**src/hdl/lass_pkg.sv**
```systemverilog
// Shared constants of the linear array scan sequencer: array geometry,
// setup clock count and the timing figures of the scan link.
// Assumes a 250 MHz system clock on both ends of the link.
package lass_pkg;
  // ==========================================================
  // Array geometry
  localparam int unsigned N_PIX      = 768;
  localparam int unsigned PIX_W      = 12;
  localparam int unsigned SETUP_CLKS = 18;
  // ==========================================================
  // Timing
  localparam int unsigned SYS_MHZ       = 250;
  localparam int unsigned SYS_NS        = 4;
  localparam int unsigned T_CLK_W_NS    = 50;
  localparam int unsigned F_SCAN_MAX_MHZ = 8;
  localparam int unsigned T_CT_US       = 20;
  localparam int unsigned T_INT_MAX_MS  = 100;
  localparam int unsigned CLK_W_CYC  = (T_CLK_W_NS + SYS_NS - 1) / SYS_NS;
  localparam int unsigned PERIOD_MIN_CYC = (SYS_MHZ + F_SCAN_MAX_MHZ - 1)
                                           / F_SCAN_MAX_MHZ;
  localparam int unsigned HALF_DEF_CYC = 16;
  localparam int unsigned CT_CYC      = T_CT_US * SYS_MHZ;
  localparam int unsigned INT_MAX_CYC = T_INT_MAX_MS * 1000 * SYS_MHZ;
endpackage : lass_pkg

```
**src/hdl/lass_link_if.sv**
```systemverilog
// Scan link between a scan controller and one array section.
// The controller drives clock, start and hold; the sensor drives the
// pixel output and its enable (a released output keeps its last value).
`timescale 1ns/1ns
`default_nettype none
interface lass_link_if #(parameter int W = 12);
  logic         scan_clk;
  logic         start;
  logic         hold;
  logic [W-1:0] pixel_analog_out;
  logic         pixel_analog_oe;

  modport sensor (input scan_clk, input start, input hold,
                  output pixel_analog_out, output pixel_analog_oe);
  modport ctrl   (output scan_clk, output start, output hold,
                  input pixel_analog_out, input pixel_analog_oe);
endinterface : lass_link_if
`default_nettype wire

```
**src/hdl/lass_ctrl.sv**
```systemverilog
// Controller end of the scan link: makes the scan clock by division,
// issues tied start/hold pulses, samples each pixel of a primed scan mid high phase and
// queues it in a two-entry buffer toward the user.
// Assumes one sys_clk_in domain shared with the sensor end.
`timescale 1ns/1ns
`default_nettype none
module lass_ctrl
  import lass_pkg::*;
#(
  parameter int N        = N_PIX,
  parameter int W        = PIX_W,
  parameter int HALF     = HALF_DEF_CYC,
  parameter int CT       = CT_CYC,
  parameter int INT_MAX  = INT_MAX_CYC
) (
  input  wire logic                 sys_clk_in,
  input  wire logic                 rst_n_in,
  lass_link_if.ctrl                 link,
  input  wire logic                 scan_req_in,
  input  wire logic [31:0]          extra_wait_in,
  output logic                      scan_ready_out,
  output logic                      primed_out,
  output logic                      pix_valid_out,
  input  wire logic                 pix_ready_in,
  output logic [$clog2(N)-1:0]      pix_idx_out,
  output logic [W-1:0]              pix_data_out
);
  localparam int CW = $clog2(N + 2);
  localparam int IW = $clog2(N);
  localparam int SCAN_CYC = 2 * HALF * (N + 2);
  localparam logic [31:0] EXT_MAX = 32'(INT_MAX - CT - SCAN_CYC);

  initial begin
    if (HALF < CLK_W_CYC || 2 * HALF < PERIOD_MIN_CYC ||
        INT_MAX <= CT + SCAN_CYC) begin
      $error("lass_ctrl: scan clock or wait figures out of range");
    end
  end

  // ==========================================================
  // State
  typedef enum logic [4:0] {
    ST_IDLE  = 5'b00001,
    ST_SETUP = 5'b00010,
    ST_HI    = 5'b00100,
    ST_LO    = 5'b01000,
    ST_WAIT  = 5'b10000
  } lass_st_t;

  typedef struct packed {
    lass_st_t            st;
    logic [31:0]         tmr;
    logic [31:0]         ext;
    logic [CW-1:0]       ecnt;
    logic                sclk;
    logic                si;
    logic                primed;
    logic [1:0][IW+W-1:0] fifo;
    logic                rd;
    logic [1:0]          cnt;
  } lass_ctl_t;

  lass_ctl_t s_r;
  lass_ctl_t s_nxt;

  logic push;
  logic pop;

  assign pop  = (s_r.cnt != 2'h0) && pix_ready_in;
  // Converter samples in the middle of the high phase, well inside the
  // period for which the pixel stands on the output
  assign push = (s_r.st == ST_HI) && (s_r.tmr == 32'(HALF / 2)) &&
                link.pixel_analog_oe && s_r.primed;

  // ==========================================================
  // Next state
  always_comb begin
    s_nxt = s_r;
    s_nxt.tmr = s_r.tmr + 32'h1;
    case (s_r.st)
      ST_IDLE: begin
        s_nxt.tmr = '0;
        if (scan_req_in) begin
          s_nxt.st  = ST_SETUP;
          s_nxt.si  = 1'b1;
          s_nxt.ext = (extra_wait_in > EXT_MAX) ? EXT_MAX
                                                : extra_wait_in;
        end
      end
      ST_SETUP: begin
        if (s_r.tmr == 32'(HALF - 1)) begin
          s_nxt.st   = ST_HI;
          s_nxt.sclk = 1'b1;
          s_nxt.tmr  = '0;
          s_nxt.ecnt = CW'(1);
        end
      end
      ST_HI: begin
        if (s_r.tmr == 32'(HALF - 1)) begin
          s_nxt.st   = ST_LO;
          s_nxt.sclk = 1'b0;
          s_nxt.si   = 1'b0;
          s_nxt.tmr  = '0;
        end
      end
      ST_LO: begin
        if (s_r.tmr >= 32'(HALF - 1)) begin
          s_nxt.tmr = 32'(HALF - 1);
          if (s_r.ecnt == CW'(N + 1)) begin
            s_nxt.st  = ST_WAIT;
            s_nxt.tmr = '0;
          end else if (s_r.cnt == 2'h0 ||
                       (s_r.cnt == 2'h1 && pop)) begin
            // Clock edge only when the buffer can take the next pixel
            s_nxt.st   = ST_HI;
            s_nxt.sclk = 1'b1;
            s_nxt.tmr  = '0;
            s_nxt.ecnt = s_r.ecnt + CW'(1);
          end
        end
      end
      ST_WAIT: begin
        // Charge transfer time, then the user's extra integration time
        if (s_r.tmr >= 32'(CT - 1) + s_r.ext) begin
          s_nxt.st     = ST_IDLE;
          s_nxt.primed = 1'b1;
          s_nxt.tmr    = '0;
        end
      end
      default: begin
        s_nxt.st = ST_IDLE;
      end
    endcase

    if (pop) begin
      s_nxt.rd = ~s_r.rd;
    end
    if (push) begin
      s_nxt.fifo[s_r.rd ^ s_r.cnt[0]] =
        {IW'(s_r.ecnt - CW'(1)), link.pixel_analog_out};
    end
    s_nxt.cnt = s_r.cnt + {1'b0, push} - {1'b0, pop};
  end

  always_ff @(posedge sys_clk_in or negedge rst_n_in) begin
    if (!rst_n_in) begin
      s_r    <= '0;
      s_r.st <= ST_IDLE;
    end else begin
      s_r <= s_nxt;
    end
  end

  // ==========================================================
  // Outputs
  assign link.scan_clk = s_r.sclk;
  assign link.start    = s_r.si;
  assign link.hold     = s_r.si;
  assign scan_ready_out = (s_r.st == ST_IDLE);
  assign primed_out    = s_r.primed;
  assign pix_valid_out = (s_r.cnt != 2'h0);
  assign pix_idx_out   = s_r.fifo[s_r.rd][IW+W-1:W];
  assign pix_data_out  = s_r.fifo[s_r.rd][W-1:0];
endmodule : lass_ctrl
`default_nettype wire

```
**src/flat_wrapper.sv**
```systemverilog
// flat-port wrapper written by rule: the top's interface ports become plain ports
module lass_ctrl_flat import lass_pkg::*;
#(
  parameter int N        = N_PIX,
  parameter int W        = PIX_W,
  parameter int HALF     = HALF_DEF_CYC,
  parameter int CT       = CT_CYC,
  parameter int INT_MAX  = INT_MAX_CYC
)
  (sys_clk_in, rst_n_in, scan_req_in, extra_wait_in, scan_ready_out, primed_out, pix_valid_out, pix_ready_in, pix_idx_out, pix_data_out, link_scan_clk, link_start, link_hold, link_pixel_analog_out, link_pixel_analog_oe);
  lass_link_if #(.W(W)) link_i ();
  input  wire logic sys_clk_in;
  input  wire logic rst_n_in;
  input  wire logic scan_req_in;
  input  wire logic [31:0] extra_wait_in;
  output logic scan_ready_out;
  output logic primed_out;
  output logic pix_valid_out;
  input  wire logic pix_ready_in;
  output logic [$clog2(N)-1:0] pix_idx_out;
  output logic [W-1:0] pix_data_out;
  output wire logic [$bits(link_i.scan_clk)-1:0] link_scan_clk;
  output wire logic [$bits(link_i.start)-1:0] link_start;
  output wire logic [$bits(link_i.hold)-1:0] link_hold;
  input wire logic [$bits(link_i.pixel_analog_out)-1:0] link_pixel_analog_out;
  input wire logic [$bits(link_i.pixel_analog_oe)-1:0] link_pixel_analog_oe;
  assign link_scan_clk = link_i.scan_clk;
  assign link_start = link_i.start;
  assign link_hold = link_i.hold;
  assign link_i.pixel_analog_out = link_pixel_analog_out;
  assign link_i.pixel_analog_oe = link_pixel_analog_oe;
  lass_ctrl #(.N(N), .W(W), .HALF(HALF), .CT(CT), .INT_MAX(INT_MAX)) u_core (.sys_clk_in(sys_clk_in), .rst_n_in(rst_n_in), .link(link_i), .scan_req_in(scan_req_in), .extra_wait_in(extra_wait_in), .scan_ready_out(scan_ready_out), .primed_out(primed_out), .pix_valid_out(pix_valid_out), .pix_ready_in(pix_ready_in), .pix_idx_out(pix_idx_out), .pix_data_out(pix_data_out));
endmodule
```
**config.mk**
```make
export PLATFORM = sky130hd
export DESIGN_NAME = lass_ctrl_flat
export DESIGN_NICKNAME = d
export VERILOG_FILES = /design/src/hdl/lass_pkg.sv /design/src/hdl/lass_link_if.sv /design/src/hdl/lass_ctrl.sv /design/src/flat_wrapper.sv
export SDC_FILE = /design/constraint.sdc
export NUM_CORES = 1
export LEC_CHECK = 0
export BUFFER_PORTS_ARGS = -buffer_cell sky130_fd_sc_hd__buf_2
export CAP_MARGIN = 0
export CORE_AREA = 2 2 107 135
export DETAILED_ROUTE_END_ITERATION = 6
export DIE_AREA = 0 0 109 137
export PLACE_DENSITY = 0.84
export SETUP_SLACK_MARGIN = 0.05
export SYNTH_ARGS = -nofsm -noshare
export SYNTH_HDL_FRONTEND = slang
export SYNTH_SLANG_ARGS = --single-unit
```
**constraint.sdc**
```tcl
create_clock -name sys_clk_in -period 3.4 [get_ports sys_clk_in]
set_clock_uncertainty 0.05 [all_clocks]
set_input_delay 0.34 -clock sys_clk_in [delete_from_list [all_inputs] [get_ports sys_clk_in]]
set_output_delay 0.34 -clock sys_clk_in [all_outputs]
set_load 0.01 [all_outputs]
```
# Yosys cells after proc, flatten, opt, wreduce, memory -nomap -nowiden
# Cells that the tools add are included.
# op_classes
n_lt_le_gt_ge,6
reduce_logical,18
add_sub_neg,6
bitwise,2
n_mux,24
eq_ne,17
# ops
op,count
two-way mux 37 bit,6
case mux 32 bit (5 select lines),1
two-way mux 22 bit,3
== test 32 x 4 -> 1 bit (second input constant),2
bitwise mux 44 bit,1
two-way mux 11 bit,4
adder 13 x 32 -> 32 bit (first input constant),1
adder 32 x 1 -> 32 bit (second input constant),1
>= comparator 32 bit,1
>= comparator 32 x 4 -> 1 bit (second input constant),1
greater-than comparator 32 x 25 -> 1 bit (second input constant),1
two-way mux 32 bit,1
case mux 5 bit (5 select lines),1
demux 22 bit (select 1 bit),1
case mux 10 bit (2 select lines),1
AND reduction 6 bit,2
adder 10 x 1 -> 10 bit (second input constant),1
== test 10 bit (second input constant),1
subtractor 10 x 1 -> 10 bit (second input constant),1
!= test 2 x 1 -> 1 bit (second input constant),4
logical AND 1 bit,6
!= test 2 bit (second input constant),3
nonzero test 2 bit,3
== test 5 x 1 -> 1 bit (second input constant),1
other kinds (23),25
# word_totals
wordCells,84
output_inout_bits,28
inputBits,49
regBits,129

# Logic depth before layout (Yosys ltp)
# logic_depth
depth_word,8
mapped_depth,18
mapped_depth_nobuf,17

# Least setup slack after synthesis
# No wires, ideal clock.
# synth_path
kind,register to register
start,register u_core.s_r[60] in the netlist's numbering
end,register u_core.s_r[103] in the netlist's numbering
t_arrival_ps,3318
setup_slack_ps,-87
stages_incl_launch_ff,19
n_path_buf,1
setup_ps,119
period_less_slack_ps,3487
t_required_ps,3231
path_cell_list,dfrtp_1 > inv_1 > ha_1 > nor2b_1 > o21ai_0 > and3_1 > o21ai_0 > nor2_1 > nand4_1 > xor2_1 > ha_1 > nand4_1 > nor4_1 > nand2_1 > a211oi_1 > nor3_1 > a21oi_4 > buf_6 > nor2_1
# synth_lines
element,line_no,text
from (decl),lass_ctrl.sv:63,lass_ctl_t s_r;
from (signal assigned),lass_ctrl.sv:150,s_r <= s_nxt;

==> Implementation_results.wiki <==
{| class="wikitable"
! Metric !! Value
|-
| CP top delay family || simple AND/OR/NAND/NOR gates
|-
| Maxcap violations || 0
|-
| Largest stage delay on the critical path || between 300 and 400 ps
|-
| Die height || about 140 um
|-
| Detailed-route vias per instance || around 5.7
|-
| Antenna Cells || 0
|-
| Kind of end point of the critical path || flop
|-
| Number of fill cells in the layout || 1,046
|-
| Crit-path max FO || 28
|-
| Standard-cell rows || 48
|-
| Root buffer selected by CTS || sky130_fd_sc_hd__clkbuf_16
|-
| Clock share of power || between 40% and 50%
|-
| Max Transition Viols Final || 0
|-
| Final critical-path required period || roughly 3500 ps
|-
| Yosys warning total || 0
|-
| Total Nets Final || between 900 and 1,000
|-
| Crit path buffers/inverters || 3
|-
| Class of the tightest hold or removal check || primary input to async pin
|-
| Reg power frac || just under 40%
|-
| Transition time of the tightest slew-check pin || roughly 850 ps
|-
| Count leader, synth || sky130_fd_sc_hd__dfrtp_1
|-
| Worst Path Required || roughly 3700 ps
|-
| Clk slew on worst S/H paths || 60 ps
|-
| Grt total ovfl || 0
|-
| Hold Slack || -20.33 ps
|-
| Footprint of the multi-input gates || between 3000 and 4000 um2
|-
| Pin count of the biggest net entering global routing || between 60 and 70
|-
| ANT nets after route || 0
|-
| Worst path cell trace || inv_1 -> ha_1 -> nor2b_1 -> o21ai_1 -> and3_4 -> o21ai_4 -> nor2_2 -> nand2_1 -> xor2_1 -> ha_1 -> nand4_1 -> nor4_2 -> nand2_1 -> a211oi_2 -> nor3_2 -> buf_4 -> a21oi_4 -> buf_12 -> nor2_1
|-
| Fraction of power consumed by combinational cells || 16.4%
|-
| Worst setup timing slack at the placement stage || -230.2 ps
|-
| Count of distinct cell types in the synthesized netlist || 54
|-
| Number of CTS-inserted buffers || 17
|-
| Final cycle utilization of the critical path || 104.3%
|-
| CTS tree || built
|-
| Worst setup path category || flop to flop
|-
| Post-synthesis cell type with the largest combined area || sky130_fd_sc_hd__dfrtp_1
|-
| Headroom to the max-slew limit || 43.35%
|-
| Vias in the first global route || a little under 6,000
|-
| Drt drc || 0
|-
| Maximum level of the CTS H-tree || 4
|-
| Startpoint types || flop
|-
| Floorplan Core Area || approximately 14,000 um2
|-
| Total number of vias || around 5,700
|-
| Synthesized netlist cell count || between 700 and 800
|-
| Largest cells by area after synthesis || sky130_fd_sc_hd__dfrtp_1 (44%), sky130_fd_sc_hd__mux2_2 (7.3%), sky130_fd_sc_hd__ha_1 (6.9%)
|-
| Number of primary I/O pins || 77
|-
| Switching power || approximately 0.0011 W
|-
| Clk_lat worst skew || around 410 ps
|-
| Initial standard-cell utilization of the core || 52.84%
|-
| Crit path arrival time || 3790 ps
|-
| Ratio of cells with drive above 1 in the final layout || 25.27%
|-
| FFs w/ async S/R, synth || 100.0%
|-
| Cell count of the worst reg-to-reg path || 19
|-
| Final setup vio count || 32
|-
| Synthesized flop and latch total || between 100 and 150
|-
| Total Routed Length || about 16 mm
|-
| Buffer count from post-CTS setup fixing || 0
|-
| Internal Pwr Total || between 0.003 and 0.004 W
|-
| Synth-to-Final Area Change || 19.77%
|-
| Pwr/cell area || just under 500 nW/um2
|-
| Static leakage || slightly above 4 nW
|-
| Floorplan die width || between 100 and 150 um
|-
| Portion of the post-synthesis area used by sequential elements || between 40 and 50%
|-
| Non-filler instance count after layout || 1,010
|-
| Number of placed instances with taps included || about 980
|-
| Setup slack, reg-to-reg || -150 ps
|-
| Switching power share of the total || roughly a quarter
|-
| Seq. cell area || around 3200 um2
|-
| Number of enable-type register cells in the synthesized netlist || 0
|-
| Final hold vios || 12
|-
| Failing checks || hold timing, setup timing
|-
| RSZ-0062 raised after global routing || yes
|-
| Global-route wire length before repair || 26.88 mm
|-
| Maximum buffer depth of the clock tree || 2
|-
| Number of search-and-repair iterations in the first detailed-routing pass || 4
|-
| DR iter-0 viols || ~370
|-
| Area of the die || around 15,000 um2
|-
| Power, Total || roughly 0.0042 W
|-
| Outcome || finished with violations
|-
| Crit-path slowest cell || sky130_fd_sc_hd__dfrtp_1
|-
| Reg-to-reg critical path startpoint || u_core.s_r[60]
|-
| Maximum clock frequency || 282.0 MHz
|-
| Clock sink total || 129
|-
| Overall track demand over capacity in global routing || 22.92%
|-
| Leading cell types by count after synthesis || sky130_fd_sc_hd__dfrtp_1 (128), sky130_fd_sc_hd__nor2_1 (84), sky130_fd_sc_hd__nand2_1 (48), sky130_fd_sc_hd__mux2_2 (47), sky130_fd_sc_hd__a21oi_1 (43)
|-
| VDD IR-drop max || 0.3415 mV
|-
| Avg WL per Cell || approximately 16 um
|-
| RePlAce Congestion || 0.8288
|-
| Half-perimeter wire length after placement || 11.35 mm
|-
| Average instance area after synthesis || 10.09 um2
|-
| Mapped Area || roughly 7200 um2
|-
| Crit Reg-Reg Endpoint || u_core.s_r[115]
|-
| Synthesized netlist net count || roughly 800
|-
| Initial antenna violation count || 0
|-
| Number of buffer cells added on primary ports || 76
|-
| Worst path setup slack after routing || -146.3 ps
|-
| Fraction of post-synthesis cell area in the top cell type by area || about 44%
|-
| Top flip-flop cell by instance count after synthesis || sky130_fd_sc_hd__dfrtp_1
|}
[cell families after synthesis]
kind of cell | Yosys count | synth area share, %
AND/OR/NAND/NOR | 269 | 18.64
flip-flops | 129 | 44.83
AO/OA/AOI/OAI | 107 | 9.693
XOR/XNOR | 78 | 9.484
multiplexers | 49 | 7.626
buffers and inverters | 42 | 2.779
adder cells (fa/ha/maj) | 40 | 6.948
[stage by stage]
stage / cell area [um2] / util, % / setup TNS (ps)
3_3_place_gp: 7991 / 58.62 / -2271
6_report: 8627 / 63.28 / -4231
4_1_cts: 8615 / 63.19 / -3202
2_1_floorplan: 7219 / - / 0
5_1_grt: 8627 / 63.28 / -12180
3_5_place_dp: 7991 / 58.62 / -6911
[worst max-delay path by stage]
| stage | slack (ps) | to | from | depth (start not counted) |
|---|---|---|---|---|
| floorplan | 70 | u_core.s_r[103] | u_core.s_r[60] | 18 |
| global placement | -80 | u_core.s_r[119] | u_core.s_r[60] | 19 |
| detailed placement | -230 | u_core.s_r[110] | u_core.s_r[60] | 19 |
| CTS | -120 | u_core.s_r[115] | u_core.s_r[60] | 20 |
| global route | -380 | u_core.s_r[99] | u_core.s_r[60] | 19 |
| finish | -150 | u_core.s_r[115] | u_core.s_r[60] | 19 |
[worst register-to-register path, stage by stage (launching register included)]
cell and delay [ps]:
sky130_fd_sc_hd__dfrtp_1 360, sky130_fd_sc_hd__inv_1 60, sky130_fd_sc_hd__ha_1 200, sky130_fd_sc_hd__nor2b_1 140, sky130_fd_sc_hd__o21ai_1 170, sky130_fd_sc_hd__and3_4 230
sky130_fd_sc_hd__o21ai_4 70, sky130_fd_sc_hd__nor2_2 170, sky130_fd_sc_hd__nand2_1 100, sky130_fd_sc_hd__xor2_1 150, sky130_fd_sc_hd__ha_1 290, sky130_fd_sc_hd__nand4_1 150
sky130_fd_sc_hd__nor4_2 330, sky130_fd_sc_hd__nand2_1 130, sky130_fd_sc_hd__a211oi_2 190, sky130_fd_sc_hd__nor3_2 50, sky130_fd_sc_hd__buf_4 160, sky130_fd_sc_hd__a21oi_4 150
sky130_fd_sc_hd__buf_12 190, sky130_fd_sc_hd__nor2_1 80
[sequential cells by signal (all words and copies together), names as in the netlist]
name	flops
u_core.link.hold	1
u_core.link.scan_clk	1
u_core.primed_out	1
u_core.s_r	126
[per-layer routing]
layer | track usage (%) | share of wire, % | routed length (um)
met4 | 11.11 | 3.0 | 480
met2 | 41.44 | 52 | 8273
met5 | 0 | 0 | 0
met1 | 25.34 | 40 | 6464
met3 | 4.571 | 4.8 | 760
[cells in the final DEF, fill, tap and decap left out, types with 34 or more instances in the layout]
| cell type | n |
|---|---|
| sky130_fd_sc_hd__nand2_1 | 48 |
| sky130_fd_sc_hd__xnor2_1 | 36 |
| sky130_fd_sc_hd__buf_2 | 75 |
| sky130_fd_sc_hd__buf_4 | 34 |
| sky130_fd_sc_hd__ha_1 | 40 |
| sky130_fd_sc_hd__dfrtp_1 | 128 |
| sky130_fd_sc_hd__xor2_1 | 42 |
| sky130_fd_sc_hd__mux2_2 | 47 |
| sky130_fd_sc_hd__a21oi_1 | 43 |
| sky130_fd_sc_hd__nor2_1 | 82 |
[power by group through the flow]
| stage | clock network (W) | logic [W] | registers (W) |
|---|---|---|---|
| final | 0.00190 | 0.000693 | 0.00165 |
| after global routing | 0.00198 | 0.000769 | 0.00165 |
| after CTS | 0.00191 | 0.000695 | 0.00164 |
| after detailed placement | 0 | 0.000689 | 0.00167 |
| after global placement | 0 | 0.000672 | 0.00167 |
| after floorplan | 0 | 0.000478 | 0.00166 |
[timing repair]
| action | 4_1_cts | 5_1_grt |
|---|---|---|
| hold buffers | 0 | 0 |
| setup endpoints to repair | 36 | 36 |
| gates resized for setup | 6 | 2 |
| pin swaps | 2 | 0 |
[area by class of cell]
cell class,instances,share of cell area (%)
Multi-Input combinational cell,543,44.18
Sequential cell,129,37.43
Timing Repair Buffer,112,7.904
Clock buffer,21,5.221
Tap cell,175,2.538
Clock inverter,10,1.856
Inverter,20,0.8702
Note: power is estimated with default switching activity, not from simulation.
